## config.mk

```make
export PLATFORM = sky130hd
export DESIGN_NAME = wdh_guard
export DESIGN_NICKNAME = d
export VERILOG_FILES = /design/src/hw/wdh_pkg.sv /design/src/hw/wdh_guard.sv
export VERILOG_INCLUDE_DIRS = /design/src /design/src/hw
export SDC_FILE = /design/constraint.sdc
export NUM_CORES = 1
export LEC_CHECK = 0
export ABC_AREA = 1
export BUFFER_PORTS_ARGS = -buffer_cell sky130_fd_sc_hd__buf_2
export CORE_ASPECT_RATIO = 0.6
export CORE_MARGIN = 5
export CORE_UTILIZATION = 46
export CTS_BUF_LIST = sky130_fd_sc_hd__clkbuf_8
export DETAILED_ROUTE_END_ITERATION = 10
export GPL_ROUTABILITY_DRIVEN = 0
export PLACE_DENSITY = 0.73
export SLEW_MARGIN = 20
export SYNTH_ARGS = -nofsm -noshare
export SYNTH_HDL_FRONTEND = slang
export SYNTH_SLANG_ARGS = --single-unit
```

## constraint.sdc

```tcl
create_clock -name aclk -period 3.4 [get_ports aclk]
set_clock_uncertainty 0.1 [all_clocks]
set_input_delay 0.17 -clock aclk [delete_from_list [all_inputs] [get_ports aclk]]
set_output_delay 0.17 -clock aclk [all_outputs]
set_load 0.005 [all_outputs]
```

## src/hw/wdh_regs.svh

```systemverilog
// Constants of the watchdog, halt and reset-cause block.
// Assumes a 32-bit AXI4-Lite register slave with word-aligned registers.
`ifndef WDH_REGS_SVH
`define WDH_REGS_SVH

`define WDH_ADDR_W          8
`define WDH_OFF_SETTING     8'h00
`define WDH_OFF_STATUS      8'h04
`define WDH_OFF_CONTROL     8'h08
`define WDH_OFF_CAUSE       8'h0C
`define WDH_SETTING_RST     8'h07
`define WDH_PSEL_LSB        0
`define WDH_PSEL_MSB        2
`define WDH_SLEEP_BIT       4
`define WDH_EXPIRY_BIT      5
`define WDH_CTL_HALT_BIT    0
`define WDH_CTL_CLR_BIT     1
`define WDH_CTL_CLR1_BIT    2
`define WDH_CTL_CLR2_BIT    3
`define WDH_INSTR_DIV       4
`define WDH_RC_DIV_W        8
`define WDH_PRESC_W         7
`define WDH_SST_CYCLES      1024
`define WDH_SST_W           11
`define WDH_RESP_OKAY       2'h0
`define WDH_RESP_SLVERR     2'h2

`endif

```

## src/hw/wdh_pkg.sv

```systemverilog
// Types of the watchdog, halt and reset-cause block.
// Assumes nothing beyond the constants header.
package wdh_pkg;
  typedef enum logic [1:0] {
    WDH_RUN   = 2'b00,
    WDH_HALT  = 2'b01,
    WDH_DELAY = 2'b10
  } wdh_mode_e;
  typedef logic [7:0] wdh_byte_t;
endpackage

```

## src/hw/wdh_guard.sv

```systemverilog
// Watchdog with prescaler, halt control, wake-up delay and reset-cause flags.
// Assumes the core pulses its instruction strobes for one aclk cycle and that
// rc_tick is a one-cycle pulse synchronous to aclk from the on-chip oscillator.
// Behaviour
// - Counts RC oscillator or instruction clock by option
// - Disabled option makes watchdog operations ineffective
// - RC clock first divided by 256
// - Period select bits give 2^n prescale
// - Setting bits 7..3 are software flags only
// - Instruction clock source stops counting while halted
// - Normal overflow gives chip reset, sets expiry
// - Halted overflow gives warm reset only
// - Reset pin, clear, halt clear counter
// - Option selects single or paired clear
// - Halt keeps state, watchdog restarts counting
// - Halt sets sleep, clears expiry
// - Halt output pin high while halted
// - Wake on reset, interrupt, overflow, port A
// - Sleep cleared at power-up and clear
// - Resume next instruction or take interrupt
// - Wake waits 1024 cycles, interrupt one more
// - Pending interrupt before halt cannot wake
// - Flag pairs per reset cause
// - Start-up delay on power-up and wake only
// - Chip reset puts functional units in reset state
// - Expiry flag in status bit 5
// - Sleep flag in status bit 4
`timescale 1ns/10ps
`default_nettype none
`include "wdh_regs.svh"

module wdh_guard #(
  parameter bit       GUARD_ENABLE = 1'b1,
  parameter bit       USE_RC_CLOCK = 1'b1,
  parameter bit       PAIRED_CLEAR = 1'b0,
  parameter bit [7:0] PA_WAKE_MASK = 8'hFF
) (
  input  wire logic                    aclk,
  input  wire logic                    aresetn,
  input  wire logic [`WDH_ADDR_W-1:0]  s_axi_awaddr,
  input  wire logic                    s_axi_awvalid,
  output logic                         s_axi_awready,
  input  wire logic [31:0]             s_axi_wdata,
  input  wire logic [3:0]              s_axi_wstrb,
  input  wire logic                    s_axi_wvalid,
  output logic                         s_axi_wready,
  output logic [1:0]                   s_axi_bresp,
  output logic                         s_axi_bvalid,
  input  wire logic                    s_axi_bready,
  input  wire logic [`WDH_ADDR_W-1:0]  s_axi_araddr,
  input  wire logic                    s_axi_arvalid,
  output logic                         s_axi_arready,
  output logic [31:0]                  s_axi_rdata,
  output logic [1:0]                   s_axi_rresp,
  output logic                         s_axi_rvalid,
  input  wire logic                    s_axi_rready,
  input  wire logic                    power_up,
  input  wire logic                    ext_init_pin_n,
  input  wire logic                    rc_tick,
  input  wire logic                    guard_clear_instr,
  input  wire logic                    guard_clear_first,
  input  wire logic                    guard_clear_second,
  input  wire logic                    halt_instr,
  input  wire logic                    irq_request,
  input  wire logic                    irq_enabled,
  input  wire logic                    stack_full,
  input  wire logic [7:0]              port_a_in,
  output logic                         halt_pin,
  output logic                         sys_clock_run,
  output logic                         core_hold,
  output logic                         chip_reset,
  output logic                         warm_reset,
  output logic                         resume_next,
  output logic                         take_irq,
  output logic                         expiry_flag,
  output logic                         sleep_flag,
  output wdh_pkg::wdh_byte_t           guard_period_setting
);
  import wdh_pkg::*;

  wdh_mode_e                  mode;
  logic [1:0]                 instr_div;
  logic [`WDH_RC_DIV_W-1:0]   rc_div;
  logic [`WDH_PRESC_W-1:0]    presc;
  logic [`WDH_SST_W-1:0]      sst_count;
  logic                       clr1_seen;
  logic                       clr2_seen;
  logic                       irq_masked;
  logic                       irq_pending_d;
  logic [7:0]                 port_a_d;
  logic                       wake_irq;
  logic                       wake_by_irq;
  logic                       irq_tail;
  logic                       sw_halt;
  logic                       sw_clr;
  logic                       sw_clr1;
  logic                       sw_clr2;
  logic                       aw_hold;
  logic                       w_hold;
  logic [`WDH_ADDR_W-1:0]     aw_addr;
  logic [31:0]                w_data;
  logic [3:0]                 w_strb;

  logic                       do_halt;
  logic                       clr_single;
  logic                       clr_pair;
  logic                       guard_clear;
  logic                       base_tick;
  logic                       rc_div_wrap;
  logic                       overflow;
  logic                       pa_wake;
  logic                       irq_wake;
  logic                       pin_low;
  logic                       wr_fire;
  logic [`WDH_PRESC_W-1:0]    presc_last;

  // Period select field of a setting byte
  function automatic logic [2:0] period_sel(input logic [7:0] setting);
    period_sel = setting[`WDH_PSEL_MSB:`WDH_PSEL_LSB];
  endfunction

  function automatic logic addr_hit(input logic [`WDH_ADDR_W-1:0] a, input logic [`WDH_ADDR_W-1:0] off);
    addr_hit = (a == off);
  endfunction

  assign pin_low    = !ext_init_pin_n;
  assign do_halt    = (halt_instr || sw_halt) && (mode == WDH_RUN);
  assign clr_single = (guard_clear_instr || sw_clr) && !PAIRED_CLEAR;
  assign clr_pair   = PAIRED_CLEAR && (clr1_seen || guard_clear_first || sw_clr1)
                      && (clr2_seen || guard_clear_second || sw_clr2);
  assign guard_clear = GUARD_ENABLE && (clr_single || clr_pair);

  // Instruction clock is sysclk/4; it halts with the system oscillator
  assign base_tick = USE_RC_CLOCK ? rc_tick
                                  : ((instr_div == 2'(`WDH_INSTR_DIV - 1)) && mode != WDH_HALT);
  assign rc_div_wrap = base_tick && (rc_div == {`WDH_RC_DIV_W{1'b1}});
  assign presc_last  = `WDH_PRESC_W'((1 << period_sel(guard_period_setting)) - 1);
  assign overflow    = GUARD_ENABLE && rc_div_wrap && (presc >= presc_last) && mode != WDH_DELAY;

  assign pa_wake  = |(port_a_d & ~port_a_in & PA_WAKE_MASK);
  assign irq_wake = irq_request && !irq_masked;
  assign wr_fire  = aw_hold && w_hold && !s_axi_bvalid;

  // Instruction clock divider
  always_ff @(posedge aclk) begin
    if (!aresetn || power_up) begin
      instr_div <= 2'h0;
    end else begin
      instr_div <= instr_div + 2'h1;
    end
  end

  // Watchdog divider and prescaler
  always_ff @(posedge aclk) begin
    if (!aresetn || power_up || pin_low || guard_clear || do_halt || overflow || mode == WDH_DELAY) begin
      rc_div <= '0;
      presc  <= '0;
    end else if (base_tick) begin
      rc_div <= rc_div + `WDH_RC_DIV_W'(1);
      if (rc_div_wrap) begin
        presc <= presc + `WDH_PRESC_W'(1);
      end
    end
  end

  // Paired clear memory
  always_ff @(posedge aclk) begin
    if (!aresetn || power_up || pin_low || guard_clear) begin
      clr1_seen <= 1'b0;
      clr2_seen <= 1'b0;
    end else begin
      if (guard_clear_first || sw_clr1) begin
        clr1_seen <= 1'b1;
      end
      if (guard_clear_second || sw_clr2) begin
        clr2_seen <= 1'b1;
      end
    end
  end

  // Mode sequencing and start-up delay
  always_ff @(posedge aclk) begin
    if (!aresetn || power_up) begin
      mode        <= WDH_DELAY;
      sst_count   <= `WDH_SST_W'(`WDH_SST_CYCLES);
      wake_by_irq <= 1'b0;
    end else if (pin_low) begin
      mode        <= WDH_RUN;
      sst_count   <= '0;
      wake_by_irq <= 1'b0;
    end else begin
      unique case (mode)
        WDH_RUN: begin
          if (do_halt) begin
            mode <= WDH_HALT;
          end
        end
        WDH_HALT: begin
          if (overflow || pa_wake || irq_wake) begin
            mode        <= WDH_DELAY;
            sst_count   <= `WDH_SST_W'(`WDH_SST_CYCLES);
            wake_by_irq <= irq_wake && !overflow;
          end
        end
        WDH_DELAY: begin
          if (sst_count <= `WDH_SST_W'(1)) begin
            mode <= WDH_RUN;
          end
          sst_count <= sst_count - `WDH_SST_W'(1);
        end
        default: begin
          mode <= WDH_RUN;
        end
      endcase
    end
  end

  // Interrupt pending at halt entry loses its wake right
  always_ff @(posedge aclk) begin
    if (!aresetn || power_up) begin
      irq_masked    <= 1'b0;
      irq_pending_d <= 1'b0;
    end else begin
      irq_pending_d <= irq_request;
      if (do_halt) begin
        irq_masked <= irq_request;
      end else if (!irq_request && irq_pending_d) begin
        irq_masked <= 1'b0;
      end
    end
  end

  always_ff @(posedge aclk) begin
    if (!aresetn) begin
      port_a_d <= 8'hFF;
    end else begin
      port_a_d <= port_a_in;
    end
  end

  // Flags: power-up wins, then pin reset, then events
  always_ff @(posedge aclk) begin
    if (!aresetn || power_up) begin
      expiry_flag <= 1'b0;
      sleep_flag  <= 1'b0;
    end else if (pin_low) begin
      if (mode == WDH_HALT) begin
        expiry_flag <= 1'b0;
        sleep_flag  <= 1'b1;
      end
    end else if (overflow) begin
      expiry_flag <= 1'b1;
      if (mode == WDH_HALT) begin
        sleep_flag <= 1'b1;
      end
    end else if (do_halt) begin
      sleep_flag  <= 1'b1;
      expiry_flag <= 1'b0;
    end else if (guard_clear) begin
      sleep_flag  <= 1'b0;
      expiry_flag <= 1'b0;
    end
  end

  // Core-facing strobes and levels
  always_ff @(posedge aclk) begin
    if (!aresetn) begin
      halt_pin      <= 1'b0;
      sys_clock_run <= 1'b0;
      core_hold     <= 1'b1;
      chip_reset    <= 1'b1;
      warm_reset    <= 1'b0;
      resume_next   <= 1'b0;
      take_irq      <= 1'b0;
      irq_tail      <= 1'b0;
    end else begin
      halt_pin      <= ((mode == WDH_HALT) || do_halt) && !pin_low && !power_up;
      sys_clock_run <= !((mode == WDH_HALT) || do_halt) || pin_low || power_up;
      core_hold     <= (mode != WDH_RUN) || do_halt;
      // Warm reset keeps everything but PC and SP
      chip_reset    <= power_up || pin_low || (overflow && mode == WDH_RUN);
      warm_reset    <= overflow && mode == WDH_HALT;
      irq_tail      <= 1'b0;
      resume_next   <= 1'b0;
      take_irq      <= irq_tail;
      if (mode == WDH_DELAY && sst_count == `WDH_SST_W'(1) && !pin_low) begin
        if (wake_by_irq && irq_enabled && !stack_full) begin
          irq_tail <= 1'b1;
        end else begin
          resume_next <= 1'b1;
        end
      end
    end
  end

  // Setting register; bits 7..3 are stored only
  always_ff @(posedge aclk) begin
    if (!aresetn || power_up || chip_reset) begin
      guard_period_setting <= `WDH_SETTING_RST;
    end else if (wr_fire && addr_hit(aw_addr, `WDH_OFF_SETTING) && w_strb[0]) begin
      guard_period_setting <= w_data[7:0];
    end
  end

  // AXI write channel
  always_ff @(posedge aclk) begin
    if (!aresetn) begin
      aw_hold      <= 1'b0;
      w_hold       <= 1'b0;
      aw_addr      <= '0;
      w_data       <= '0;
      w_strb       <= '0;
      s_axi_bvalid <= 1'b0;
      s_axi_bresp  <= `WDH_RESP_OKAY;
      s_axi_awready <= 1'b0;
      s_axi_wready  <= 1'b0;
      sw_halt      <= 1'b0;
      sw_clr       <= 1'b0;
      sw_clr1      <= 1'b0;
      sw_clr2      <= 1'b0;
    end else begin
      sw_halt <= 1'b0;
      sw_clr  <= 1'b0;
      sw_clr1 <= 1'b0;
      sw_clr2 <= 1'b0;
      s_axi_awready <= !(aw_hold || (s_axi_awvalid && s_axi_awready) || wr_fire || (s_axi_bvalid && !s_axi_bready));
      s_axi_wready  <= !(w_hold || (s_axi_wvalid && s_axi_wready) || wr_fire || (s_axi_bvalid && !s_axi_bready));
      if (s_axi_awvalid && s_axi_awready) begin
        aw_hold <= 1'b1;
        aw_addr <= s_axi_awaddr;
      end
      if (s_axi_wvalid && s_axi_wready) begin
        w_hold <= 1'b1;
        w_data <= s_axi_wdata;
        w_strb <= s_axi_wstrb;
      end
      if (wr_fire) begin
        aw_hold      <= 1'b0;
        w_hold       <= 1'b0;
        s_axi_bvalid <= 1'b1;
        s_axi_bresp  <= `WDH_RESP_OKAY;
        if (addr_hit(aw_addr, `WDH_OFF_CONTROL) && w_strb[0]) begin
          sw_halt <= w_data[`WDH_CTL_HALT_BIT];
          sw_clr  <= w_data[`WDH_CTL_CLR_BIT];
          sw_clr1 <= w_data[`WDH_CTL_CLR1_BIT];
          sw_clr2 <= w_data[`WDH_CTL_CLR2_BIT];
        end else if (!addr_hit(aw_addr, `WDH_OFF_SETTING)) begin
          s_axi_bresp <= `WDH_RESP_SLVERR;
        end
      end else if (s_axi_bvalid && s_axi_bready) begin
        s_axi_bvalid <= 1'b0;
      end
    end
  end

  // AXI read channel
  always_ff @(posedge aclk) begin
    if (!aresetn) begin
      s_axi_rvalid  <= 1'b0;
      s_axi_rdata   <= '0;
      s_axi_rresp   <= `WDH_RESP_OKAY;
      s_axi_arready <= 1'b0;
    end else begin
      s_axi_arready <= !s_axi_rvalid && !s_axi_arready;
      if (s_axi_arvalid && s_axi_arready) begin
        s_axi_rvalid <= 1'b1;
        s_axi_rresp  <= `WDH_RESP_OKAY;
        s_axi_rdata  <= '0;
        if (addr_hit(s_axi_araddr, `WDH_OFF_SETTING)) begin
          s_axi_rdata[7:0] <= guard_period_setting;
        end else if (addr_hit(s_axi_araddr, `WDH_OFF_STATUS)) begin
          s_axi_rdata[`WDH_EXPIRY_BIT] <= expiry_flag;
          s_axi_rdata[`WDH_SLEEP_BIT]  <= sleep_flag;
        end else if (addr_hit(s_axi_araddr, `WDH_OFF_CAUSE)) begin
          s_axi_rdata[1:0] <= mode;
        end else if (!addr_hit(s_axi_araddr, `WDH_OFF_CONTROL)) begin
          s_axi_rresp <= `WDH_RESP_SLVERR;
        end
      end else if (s_axi_rvalid && s_axi_rready) begin
        s_axi_rvalid <= 1'b0;
      end
    end
  end
endmodule // wdh_guard

`default_nettype wire

```

==> results by stage, run 1 <==
Status:
- The run finished with clean final reports.

Setup path:
- In this run the worst path has a maximum fanout of 15.
- The length in cells of the worst reg-to-reg path is 14.
- In this run the critical register-to-register path is launched from guard_period_setting[2]$_SDFFE_PP1P_.
- The required time at the endpoint of the critical path is 3.57 ns.
- The worst setup path is captured at a flip-flop.
- The worst setup path is launched from a flip-flop.
- The critical path class is flip-flop to flip-flop.
- In this run the critical register-to-register path is captured at presc[5]$_SDFFE_PP0P_.
- For flop-to-flop paths, the worst setup slack is 0.36 ns.
- For the worst setup path, the data arrival time is 3.21 ns.
- Tracing the worst setup path back leads to its startpoint at guard_period_setting[2]$_SDFFE_PP1P_.

Clock tree:
- Post-CTS timing repair inserted 0 buffers for setup.
- Buffers inserted during clock tree synthesis total 9.
- The CTS root buffer is sky130_fd_sc_hd__clkbuf_8.
- Counting every sink on the clock net gives 93.
- The TritonCTS clock tree is built.
- After clock tree synthesis, the clock-pin slew on the worst setup and hold paths is 0.09 ns.
- Gates resized during post-CTS repair numbered 0.
- CTS built an H-tree with a depth of 3.
- Counting along the longest clock path gives a buffer depth of 2.
- The clock latency at the later pin of the worst-skew pair is 0.36 ns.
- For this design, the CTS-stage hold fixing added 33 buffers.

Min path:
- The worst hold path begins at s_axi_wdata[0].
- The worst hold path was traced through 3 stages.
- The worst hold-check path type is input pin to flip-flop.
- The worst-case hold path end point is w_data[0]$_SDFFE_PN0P_.

Synthesis:
- The summed instance area of the synthesized netlist is 0.00431 mm2.
- The most common cell in the synthesized netlist is sky130_fd_sc_hd__nor2_1.
- The register bit total from synthesis is 93.
- In this run, synthesis inferred 0 flip-flops with an integrated enable.
- For this run, the register share of the synthesized area comes to 0.432.
- The distinct cell type count of the synthesized netlist is 37.
- The area share of the largest cell type after synthesis is 0.432.
- The largest total area in the synthesized netlist belongs to sky130_fd_sc_hd__dfxtp_1.
- Among all flip-flop cells after synthesis, the most frequent one is sky130_fd_sc_hd__dfxtp_1.
- The synthesized area per cell is 7.51 um2.
- After synthesis, the cell types taking the most area are sky130_fd_sc_hd__dfxtp_1 43%, sky130_fd_sc_hd__nor2_1 8.4%, sky130_fd_sc_hd__nand2_1 7.7%.
- Counting every instance in the synthesized netlist gives 573.
- The count of warnings emitted by yosys is 0.
- Ranked by instance count, the synthesized netlist is headed by 96 x sky130_fd_sc_hd__nor2_1, 93 x sky130_fd_sc_hd__dfxtp_1, 88 x sky130_fd_sc_hd__nand2_1.
- The post-synthesis async set-or-reset flop share is 0.

STA:
- The routed design could run at a clock period as short as 3.04 ns.
- The worst slack on hold paths is 0.0249 ns.
- The post-route setup TNS is 0 ns.
- The count of pins over their slew limit came to 0.
- Setup repair after global routing left no endpoint under its margin.
- The final critical-path share of the clock period is 0.894.
- The timing-limited maximum frequency is 329 MHz.
- The final hold violation count was 0.
- The headroom to the max-slew limit is 0.424.
- The transition at the pin with the smallest max-transition slack is 0.857 ns.
- The final number of setup-violating endpoints is 0.

Placed design:
- The total half-perimeter wirelength after legalization and detailed placement is 7790 um.
- The total placed instance area is 0.00473 mm2.
- Once placement completed, the tool counted placed cells totaling 773.
- The number of port buffers is 79.

Floorplan:
- The horizontal extent of the die is 135 um.
- The initial core utilization is 0.470.
- The cell row count is 27.
- The vertical extent of the die is 84.9 um.
- The area of the core is 0.00916 mm2.
- The die footprint is 0.0115 mm2.
- 135 I/O pins were placed.

Layout:
- 0 antenna diodes ended up in the layout.
- Once layout is done, the placed cells without fillers occupy 0.00525 mm2.
- Compared with the post-synthesis result, the final layout area differs by 21.8%.
- In the final layout, the multi-input gates occupy 0.00206 mm2.
- Fill cells in the final layout number 841.
- The share of cells above drive strength 1 is 0.175.
- The final standard cell count with taps included and fillers excluded is 822.
- The final layout contains 776 nets.
- Summing all flip-flop and latch instances after layout gives 0.00186 mm2.

Routing:
- Detailed routing inserted a total of 3977 vias.
- For this run, design rule violations remaining after detail routing come to 0.
- Summed over all layers, the routed wires come to 10500 um.
- The post-detailed-route wirelength per cell is 12.8 um.
- The final antenna-violating net count is 0.
- The DRC violation total after the first TritonRoute iteration is 313.
- The detailed-route vias per instance is 4.84.
- The length of the first detailed-routing pass in iterations is 5.

GRT:
- The total global-route track usage is 0.186.
- Entering global routing, the biggest net connects 38 pins.
- The number of global-route vias before repair is 3724.
- The first global-routing pass estimated 17300 um of wire.
- The initial antenna violation count is 0.
- The total overflow left after global routing is 0.

Flow run:
- The number of maximum-capacitance constraint violations is 0.

Pwr:
- Summing internal, switching and leakage power gives 2.12 mW.
- Power spread over the standard cell area amounts to 405 mW/mm2.
- The leakage component of the power is 2.49 nW.
- The worst-case IR drop observed on VDD is 236 uV.
==> registers in the layout, summed over array words and instances, names as in the netlist, 7 cells and up <==
name,flops
presc,7
port_a_d,8
sst_count,11
aw_addr,8
rc_div,8
s_axi_rdata,8
guard_period_setting,8
w_data,8
==> final cells by class <==
type	count	area share
clock inverters	5	0.00692
clock buffers	11	0.0289
inverters	63	0.0460
multi-input cells	407	0.392
repair buffers	113	0.140
well taps	130	0.0310
flip-flops and latches	93	0.355
==> cell usage in the layout (no fill, tap or decap), types with 4 or more instances in the layout <==
| cell type | count |
|---|---|
| sky130_fd_sc_hd__nor2_1 | 96 |
| sky130_fd_sc_hd__dfxtp_1 | 93 |
| sky130_fd_sc_hd__nand2_1 | 88 |
| sky130_fd_sc_hd__buf_2 | 79 |
| sky130_fd_sc_hd__inv_1 | 61 |
| sky130_fd_sc_hd__nand3_1 | 39 |
| sky130_fd_sc_hd__o21ai_0 | 38 |
| sky130_fd_sc_hd__a21oi_1 | 34 |
| sky130_fd_sc_hd__dlygate4sd3_1 | 33 |
| sky130_fd_sc_hd__conb_1 | 26 |
| sky130_fd_sc_hd__nor3_1 | 12 |
| sky130_fd_sc_hd__ha_1 | 12 |
| sky130_fd_sc_hd__clkbuf_8 | 11 |
| sky130_fd_sc_hd__nand4_1 | 10 |
| sky130_fd_sc_hd__xor2_1 | 8 |
| sky130_fd_sc_hd__o211ai_1 | 5 |
| sky130_fd_sc_hd__xnor2_1 | 4 |
| sky130_fd_sc_hd__nor2_2 | 4 |
| sky130_fd_sc_hd__or2_2 | 4 |
==> per-stage QoR <==
stage / worst slack, ns / utilization
2_1_floorplan: 0.903 / -
3_3_place_gp: 0.601 / 0.516
3_5_place_dp: 0.321 / 0.516
4_1_cts: 0.305 / 0.573
5_1_grt: 0.0330 / 0.573
6_report: 0.362 / 0.573
==> worst max-delay path, cell delays in order, from the launching register on <==
cell and delay [ns]:
sky130_fd_sc_hd__dfxtp_1 0.46, sky130_fd_sc_hd__inv_1 0.17, sky130_fd_sc_hd__nand2_1 0.13, sky130_fd_sc_hd__ha_1 0.19, sky130_fd_sc_hd__o21ai_0 0.15, sky130_fd_sc_hd__a21oi_1 0.22
sky130_fd_sc_hd__xor2_1 0.17, sky130_fd_sc_hd__ha_1 0.26, sky130_fd_sc_hd__nand2_1 0.08, sky130_fd_sc_hd__inv_1 0.04, sky130_fd_sc_hd__a21oi_1 0.13, sky130_fd_sc_hd__nand2_1 0.13
sky130_fd_sc_hd__nand2_4 0.13, sky130_fd_sc_hd__nand3_2 0.28, sky130_fd_sc_hd__nor3b_1 0.29
==> layer usage <==
layer	share of wire	vias up	global-route usage
met5	0	-	0
met4	0.014	0	0.0545
met3	0.068	15	0.0521
met2	0.44	131	0.288
met1	0.48	1806	0.253
li1	-	2025	-
==> power breakdown <==
group          internal, mW  leakage, nW  switching (mW)
Clock                 0.309        0.104           0.393
Combinational         0.111         1.63           0.151
Sequential             1.13        0.759          0.0261
Total                  1.55         2.49           0.570
==> cells by family after synthesis <==
| group | count (synthesis) | share of synthesized area |
|---|---|---|
| AO/OA/AOI/OAI | 84 | 0.105 |
| XOR/XNOR | 12 | 0.0244 |
| adder cells (fa/ha/maj) | 12 | 0.0349 |
| buffers and inverters | 98 | 0.111 |
| flip-flops | 93 | 0.432 |
| other | 1 | 0.000871 |
| AND/OR/NAND/NOR | 273 | 0.291 |
==> worst max-delay path by stage <==
stage	depth (start not counted)	slack [ns]	to
after floorplan	17	0.90	mode[1]$_SDFFE_PP1P_
after detailed placement	14	0.32	presc[5]$_SDFFE_PP0P_
after CTS	14	0.31	presc[5]$_SDFFE_PP0P_
after global placement	14	0.60	presc[5]$_SDFFE_PP0P_
final	14	0.36	presc[5]$_SDFFE_PP0P_
after global routing	14	0.03	rc_div[0]$_SDFFE_PP0P_
Note: power is estimated with default switching activity, not from simulation.
==> run 2: changes to the inputs <==
Settings changed: ABC_AREA 1 to 0.
==> run 2 against run 1 <==
  * Die area is 2.8% lower
  * Critical path type unchanged
  * Synthesized cell count is 16% lower
  * Non-clock buffer count increased by 4
  * Power shrank 3.4%
  * Routed wire length shrank 2.0%
  * Global-route usage grew 0.22 points
  * Maximum frequency decreased by 2.1%
==> results by stage, run 2 <==
Synthesis:
- After synthesis, the share of flip-flops with an asynchronous set or reset is 0.
- The most frequent cell after synthesis is sky130_fd_sc_hd__dfxtp_1.
- Of the total synthesized cell area, the portion taken by XOR and XNOR cells is 0.0441.
- After technology mapping, the gate count stands at 481.
- The synthesized area per cell is 8.68 um2.
- The count of flip-flops with a built-in enable after synthesis is 0.
- The dominant synthesized flop cell is sky130_fd_sc_hd__dfxtp_1.
- The Yosys step of the flow raised 0 warnings.
- In this run, synthesis produced a sequential element count of 93.
- In this run, distinct cell masters in the synthesized netlist total 51.
- Of the total synthesized cell area, the portion taken by full adders, half adders and majority gates is 0.0360.
- After synthesis, the cell types taking the most area are sky130_fd_sc_hd__dfxtp_1 45%, sky130_fd_sc_hd__nand2_1 5.8%, sky130_fd_sc_hd__buf_4 4.7%.
- The share of synthesized area in the top cell type comes to 0.446.
- For this run, the register share of the synthesized area comes to 0.446.
- After synthesis, the most frequently instantiated cells are 93 x sky130_fd_sc_hd__dfxtp_1, 65 x sky130_fd_sc_hd__nand2_1, 46 x sky130_fd_sc_hd__nor2_1.
- The simple-gate portion of the synthesized area is 0.251.
- The mapped netlist covers 0.00417 mm2.
- After synthesis, the share of cell area in mux cells is 0.0240.
- The cell taking the most area after synthesis is sky130_fd_sc_hd__dfxtp_1.
- The share of the synthesized area in compound gates (AO/OA/AOI/OAI) came to 0.122.
- By area, the combinational part of the netlist is dominated by simple AND/OR/NAND/NOR gates.

Routing:
- The routed wire length is 10300 um.
- The total DRC errors in the routed layout is 0.
- The final antenna-violating net count is 0.
- In the routed layout, each cell is associated on average with a via count of 5.05.
- For this block, the initial DRC count from the detailed router was 231.
- Summing over every cut layer, the via total after detailed routing is 3572.
- The post-detailed-route wirelength per cell is 14.6 um.
- The first detailed-routing pass took 4 iterations.

Min path:
- The min-delay analysis places its worst path in the category input pin to flip-flop.
- The worst hold path begins at rc_tick.

Flow run:
- Max-cap violations in this run came to 0.

Clock tree:
- The number of H-tree levels is 3.
- The number of buffers on the longest clock path is 2.
- The CTS root buffer is sky130_fd_sc_hd__clkbuf_8.
- The TritonCTS clock tree is built.
- The number of buffers created by CTS is 9.
- Counting every sink on the clock net gives 93.
- Clock-pin slew was measured on the worst setup and hold paths at 0.09 ns.
- At the later pin of the worst-skew pair, clock insertion delay measures 0.37 ns.

Setup path:
- The cell at the slowest stage of the critical path is sky130_fd_sc_hd__dfxtp_1.
- The largest fanout on the critical path is 12.
- For this run, the slowest stage of the critical path takes 0.41 ns.
- The launching point of the worst reg2reg path is guard_period_setting[1]$_SDFFE_PP1P_.
- The source of the critical timing path is guard_period_setting[1]$_SDFFE_PP1P_.
- At the worst endpoint, the arrival time is 3.25 ns.
- The cell occurring most often along the worst timing path is sky130_fd_sc_hd__a21oi_1.
- The critical path in this run is classified as flip-flop to flip-flop.
- STA classifies the critical path endpoint as a flip-flop.
- For the worst setup path, the data required time is 3.55 ns.
- The startpoint type of the worst setup path is a flip-flop.
- Traced cell by cell, the critical path runs through or3_1 > ha_1 > nor3_1 > a21o_1 > a21oi_1 > ha_1 > a21oi_1 > o21ai_0 > a21oi_1 > o22ai_2 > a2111oi_0.

Layout:
- In the layout the commonest cells are 93 x sky130_fd_sc_hd__dfxtp_1, 79 x sky130_fd_sc_hd__buf_2, 65 x sky130_fd_sc_hd__nand2_1.
- The area growth from synthesis to final layout is 22.2%.
- The register with the most flip-flops in the final layout is sst_count.
- The number of flip-flops in the largest register is 11.
- Leaving out fill and tap cells, the most frequent cell in the layout is sky130_fd_sc_hd__dfxtp_1.
- The final-stage net count is 678.
- The multi-input combinational cell area is 0.00210 mm2.
- The share of cells above drive strength 1 is 0.184.
- The final standard cell count with taps included and fillers excluded is 707.
- The area taken by flip-flops and latches is 0.00186 mm2.
- The filler cell count is 808.

Status:
- The flow ran to the end, and the final reports show no timing, DRC or antenna violations.

STA:
- The clock period could shrink to 3.10 ns.
- The count of pins over their slew limit is 0.
- The final hold violation count came to 0.
- In the final timing run, aggregate negative setup slack is 0 ns.
- In this run the tightest slew margin relative to its limit is 0.481.
- Setup violations remaining at the end of the flow were counted as 0.
- For the pin with the worst max-slew slack, the measured transition is 0.776 ns.
- Setup repair after global routing left no endpoint under its margin.
- Static timing analysis puts the maximum clock frequency at 322 MHz.
- In the finished design, the share of the clock period the worst path needs comes to 0.912.

Pwr:
- Power comes to 2.05 mW.
- The power per standard cell area is 402 mW/mm2.
- The maximum vdd ir drop is 233 uV.
- For this design the static power due to leakage is 2.12 nW.

Placed design:
- In this run, placement finished with an instance count of 657.
- The number of port buffers is 79.
- After legalization and detailed placement, the total HPWL measured 7430 um.

Floorplan:
- The area of the core is 0.00869 mm2.
- In this run the horizontal extent of the chip is 133 um.
- The die footprint is 0.0111 mm2.
- The top-level I/O count is 135.
- Row generation in the floorplan step produced 26 rows.
- For this configuration, the core starts out at a cell density of 0.481.
- The vertical extent of the die is 83.8 um.

GRT:
- The number of global-route vias before repair is 3523.
- The initial antenna violation count came to 1.
- The aggregate global routing overflow is 0.
- The total global-route track usage is 0.188.
- Entering global routing, the biggest net connects 47 pins.
- The first global-routing pass estimated 17100 um of wire.
## run 2: cell count changes in the layout (fill, tap and decap cells not counted), moves of 9 or more
| cell | change |
|---|---|
| sky130_fd_sc_hd__nor2_1 | -50 |
| sky130_fd_sc_hd__inv_1 | -49 |
| sky130_fd_sc_hd__nand3_1 | -29 |
| sky130_fd_sc_hd__o21ai_0 | -28 |
| sky130_fd_sc_hd__nand2_1 | -23 |
| sky130_fd_sc_hd__a21boi_0 | +19 |
| sky130_fd_sc_hd__a21oi_1 | -19 |
| sky130_fd_sc_hd__nand2b_1 | +18 |
| sky130_fd_sc_hd__nor2b_1 | +13 |
| sky130_fd_sc_hd__mux2i_1 | +10 |
| sky130_fd_sc_hd__and2_1 | +9 |
## run 2: final timing paths
check	to	slack, ns	cells past startpoint
setup reg to reg	sst_count[0]$_SDFFE_PP0P_	0.30	11
setup / recovery	sst_count[0]$_SDFFE_PP0P_	0.30	11
hold reg to reg	take_irq$_SDFF_PN0_	0.35	1
hold / removal	rc_div[0]$_SDFFE_PP0P_	0.04	3
## run 2: through the flow
| step | area [um2] | worst slack [ns] | hold slack, ns | utilization |
|---|---|---|---|---|
| floorplan | 4270 | 0.335 | 0.148 | - |
| global placement | 4570 | 0.256 | 0.256 | 0.526 |
| detailed placement | 4570 | 0.0718 | 0.258 | 0.526 |
| CTS | 5090 | 0.0908 | 0.0231 | 0.586 |
| global route | 5100 | 0.0132 | 0.0424 | 0.587 |
| finish | 5100 | 0.298 | 0.0367 | 0.587 |
## run 2: what timing repair did
item / 4_1_cts / 5_1_grt
setup buffers: 0 / 0
hold buffers: 33 / 0
gates resized for setup: 0 / 1
endpoints found under the setup margin: 0 / 12
hold endpoints to repair: 33 / 0
## run 2: logic make-up (layout without fill, tap and decap cells)
logic type | after synthesis | count (layout)
buf+inv | 57 | 145
flops | 93 | 93
xor+xnor | 21 | 21
simple gates | 213 | 213
other cells | 1 | 27
compound gates | 74 | 74
mux | 10 | 10
fa+ha+maj | 12 | 12
## run 2: final cells by class
cell class	instances	area share
diodes	1	0.000491
clock buffers	10	0.0270
clock inverters	6	0.00908
inverters	12	0.00883
multi-input cells	356	0.413
flip-flops and latches	93	0.365
well taps	112	0.0275
repair buffers	117	0.150
## run 2: where the power goes
| group | leakage (nW) | internal (mW) | switching (mW) | total (mW) |
|---|---|---|---|---|
| combinational | 1.28 | 0.109 | 0.112 | 0.221 |
| sequential | 0.757 | 1.12 | 0.0227 | 1.14 |
| clock | 0.0889 | 0.289 | 0.396 | 0.685 |
## run 2: per-layer routing
metal | vias to the layer above | wire length [um] | GRT usage
met1 | 1656 | 4760 | 0.257
met3 | 12 | 807 | 0.0572
met5 | - | 0 | 0
met2 | 106 | 4640 | 0.289
li1 | 1798 | - | -
met4 | 0 | 121 | 0.0509
## run 2: worst max-delay path, delay by kind of cell (launching register included)
kind            cells  cell delay (ns)
compound gates      7             1.29
fa+ha+maj           2             0.59
flops               1             0.41
simple gates        2             0.60
==> run 3: changes to the inputs <==
Settings changed: CORE_UTILIZATION 46 to 53, PLACE_DENSITY 0.73 to unset, PLACE_DENSITY_LB_ADDON set to 0.15, RECOVER_POWER set to 50.
==> run 3 against run 2 <==
  * Register-to-register slack better by 0.08 ns
  * Die area is 12% lower
  * Worst hold slack worse by 0.018 ns
  * Non-clock buffer count is 1 lower
  * Setup slack better by 0.079 ns
  * The flow now finishes with violations (capacitance limit, slew limit)
  * Sequential power hardly changed
  * Largest cell class unchanged
  * First-iteration DRC count is 1.7% higher
  * Critical endpoint unchanged
  * Clock power is 19% higher
  * Power is 6.3% higher
==> results by stage, run 3 (same netlist as run 2, synthesis figures left out) <==
Clock tree:
- The total of cells resized after clock tree synthesis is 0.
- The number of clock sinks is 93.
- The clock passes through at most 2 buffers.
- The clock-pin slew of the registers on the worst-case setup and hold paths is 0.09 ns.
- The number of post-CTS setup repair buffers is 0.
- The clock latency at the later pin of the worst-skew pair is 0.36 ns.
- The number of buffers created by CTS is 9.
- In this run the clock root is driven by a sky130_fd_sc_hd__clkbuf_8.
- The H-tree was split into 3 levels.
- The TritonCTS clock tree is built.

Pwr:
- Of the total power, the share spent switching nets is 0.230.
- The analysis attributes to cell leakage a power of 2.08 nW.
- The portion of total power attributed to the clock network is 0.375.
- The share of total power dissipated in sequential elements is 0.525.
- The maximum vdd ir drop is 220 uV.
- The share of total power dissipated in combinational logic is 0.100.
- The net load switching power is 501 uW.
- Cell internal power was estimated by the tool at 1.68 mW.
- The power per standard cell area is 429 mW/mm2.

Setup path:
- The worst reg-to-reg setup slack is 0.38 ns.
- The worst reg2reg path endpoint is sst_count[0]$_SDFFE_PP0P_.
- The critical path in this run is classified as flip-flop to flip-flop.
- The required time at the endpoint of the critical path is 3.53 ns.
- The data arrival time at the worst-slack endpoint is 3.16 ns.
- Along the worst path, the maximum fanout reaches 12.
- The startpoint type of the worst setup path is a flip-flop.
- The capturing element type of the critical path is a flip-flop.
- The length in cells of the worst reg-to-reg path is 12.
- The launching point of the worst reg2reg path is guard_period_setting[0]$_SDFFE_PP1P_.

GRT:
- For this run, global-route usage on met2 was measured as 0.315.
- For met1 alone, demand over resource in global routing was 0.270.
- In the global route stage, overall resource usage came out at 0.200.
- The number of global-route vias before repair came to 3345.
- The first global-routing pass estimated 16100 um of wire.
- The maximum number of pins on one net before global-route repair is 47.
- The initial antenna violation count is 0.
- The met3 usage in global routing is 0.0544.
- met2 is the most crowded layer.
- Summed over all layers, the global routing overflow is 0.

Routing:
- The pre-antenna-repair detailed-routing pass consisted of 4 iterations.
- In this run the remaining antenna-violating nets after routing total 0.
- The routed wire length is 9830 um.
- The post-detailed-route wirelength per cell is 14.0 um.
- The detailed-route vias per instance is 5.13.
- The vias after detailed routing is 3598.
- The DRC violation total after the first TritonRoute iteration is 235.
- The total DRC errors in the routed layout is 0.

Layout:
- 0 antenna diodes ended up in the layout.
- The register name with the most flops is sst_count.
- The library cells used most frequently in the layout, excluding fill and tap cells, are 93 x sky130_fd_sc_hd__dfxtp_1, 65 x sky130_fd_sc_hd__nand2_1, 62 x sky130_fd_sc_hd__buf_2.
- The share of cells above drive strength 1 is 0.148.
- The library cell used most frequently in the layout, excluding fill and tap cells, is sky130_fd_sc_hd__dfxtp_1.
- The area growth from synthesis to layout is 21.7%.
- The number of flip-flops in the largest register is 11.
- For this run, the post-layout net count is 677.
- The final standard cell area without fillers is 0.00508 mm2.

Min path:
- The cell count of the worst hold path is 3.
- In this run the most critical hold path is launched from s_axi_bready.
- The path class of the tightest hold or removal check is input pin to flip-flop.
- The worst-case hold path end point is s_axi_bvalid$_SDFFE_PN0P_.

STA:
- The post-route setup TNS is 0 ns.
- Dividing the final minimum period by the clock period gives 0.889.
- Setup repair after global routing left no endpoint under its margin.
- The headroom to the max-slew limit is -0.219.
- The count of pins over their slew limit is 47.
- The final number of setup-violating endpoints is 0.
- Based on the critical path, the design can be clocked at up to 331 MHz.
- The final hold violation count is 0.
- At the pin with the least slew margin, the transition time is 1.83 ns.
- Subtracting the final worst setup slack from the clock period gives 3.02 ns.

Status:
- The run finished, with violations left.
- The checks that failed: capacitance limit, slew limit.

Floorplan:
- For this design the top-level I/O count stands at 135.
- The floorplan step defined a core boundary enclosing 0.00776 mm2.
- In this run the core area contains 25 standard-cell rows.
- In this run the vertical extent of the chip is 78.7 um.
- The initial core utilization is 0.538.
- The die footprint is 0.00981 mm2.
- The horizontal extent of the die is 125 um.

Placed design:
- Port buffering added 79 buffers.
- The total half-perimeter wirelength after legalization and detailed placement is 6970 um.
- Summing all placed instances gives a cell area of 0.00457 mm2.

Flow run:
- The number of maximum-capacitance constraint violations is 1.
run 3: changes by cell type in the layout (fill, tap and decap cells not counted), moves of 2 or more:
cell                            before  now
sky130_fd_sc_hd__clkbuf_1            0   19
sky130_fd_sc_hd__buf_2              79   62
sky130_fd_sc_hd__bufinv_16           0    2
sky130_fd_sc_hd__clkinv_4            2    0
sky130_fd_sc_hd__clkinvlp_4          2    0
sky130_fd_sc_hd__dlygate4sd3_1      33   31
run 3: per-stage QoR:
stage | std cells | hold slack, ns | power (mW) | util | setup slack, ns
4_1_cts | 701 | 0.00480 | 2.19 | 0.659 | 0.401
3_3_place_gp | 654 | 0.256 | 1.35 | 0.590 | 0.471
3_5_place_dp | 654 | 0.258 | 1.36 | 0.590 | 0.432
6_report | 701 | 0.0186 | 2.18 | 0.655 | 0.377
5_1_grt | 701 | 0.0571 | 2.27 | 0.655 | 0.0992
2_1_floorplan | 506 | 0.148 | 1.31 | - | 0.335
run 3: worst max-delay path by stage:
stage | startpoint | end | depth (start not counted) | slack, ns
after global placement | guard_period_setting[0]$_SDFFE_PP1P_ | presc[1]$_SDFFE_PP0P_ | 13 | 0.47
final | guard_period_setting[0]$_SDFFE_PP1P_ | sst_count[0]$_SDFFE_PP0P_ | 12 | 0.38
after floorplan | guard_period_setting[0]$_SDFFE_PP1P_ | presc[0]$_SDFFE_PP0P_ | 14 | 0.33
after detailed placement | guard_period_setting[0]$_SDFFE_PP1P_ | sst_count[0]$_SDFFE_PP0P_ | 12 | 0.43
after global routing | guard_period_setting[0]$_SDFFE_PP1P_ | rc_div[2]$_SDFFE_PP0P_ | 13 | 0.1
after CTS | guard_period_setting[0]$_SDFFE_PP1P_ | sst_count[0]$_SDFFE_PP0P_ | 12 | 0.40
run 3: layer usage:
metal | vias up | part of all wire
met5 | - | 0
met4 | 0 | 0.015
met3 | 14 | 0.067
met2 | 103 | 0.44
met1 | 1683 | 0.48
li1 | 1798 | -
run 3: timing repair:
| item | 4_1_cts | 5_1_grt |
|---|---|---|
| hold buffers | 31 | 0 |
| endpoints found under the hold margin | 31 | 0 |
| setup endpoints to repair | 0 | 0 |
run 3: cell type report:
class                           instances  area, um2
Sequential cell                        93       1860
Clock inverter                          5       73.8
Clock buffer                           11        151
Tap cell                              108        135
Multi-Input combinational cell        356       2090
Inverter                               12       45.0
Timing Repair Buffer                  116        722
Fill cell                             709       2680
run 3: power by group through the flow:
stage / Combinational, mW / Clock (mW) / Sequential [mW]
after global routing: 0.244 / 0.880 / 1.15
after CTS: 0.215 / 0.835 / 1.14
final: 0.218 / 0.816 / 1.14
after global placement: 0.184 / 0 / 1.17
after floorplan: 0.147 / 0 / 1.16
after detailed placement: 0.187 / 0 / 1.17
run 3: critical path: stages (launching register included):
cell	delay (ns)
sky130_fd_sc_hd__dfxtp_1	0.41
sky130_fd_sc_hd__or3_1	0.43
sky130_fd_sc_hd__ha_1	0.29
sky130_fd_sc_hd__xor2_1	0.17
sky130_fd_sc_hd__nor2_1	0.11
sky130_fd_sc_hd__a21oi_1	0.05
sky130_fd_sc_hd__ha_1	0.30
sky130_fd_sc_hd__a21oi_1	0.15
sky130_fd_sc_hd__o21ai_0	0.09
sky130_fd_sc_hd__a21oi_1	0.23
sky130_fd_sc_hd__o22ai_1	0.11
sky130_fd_sc_hd__buf_4	0.20
sky130_fd_sc_hd__a2111oi_0	0.28
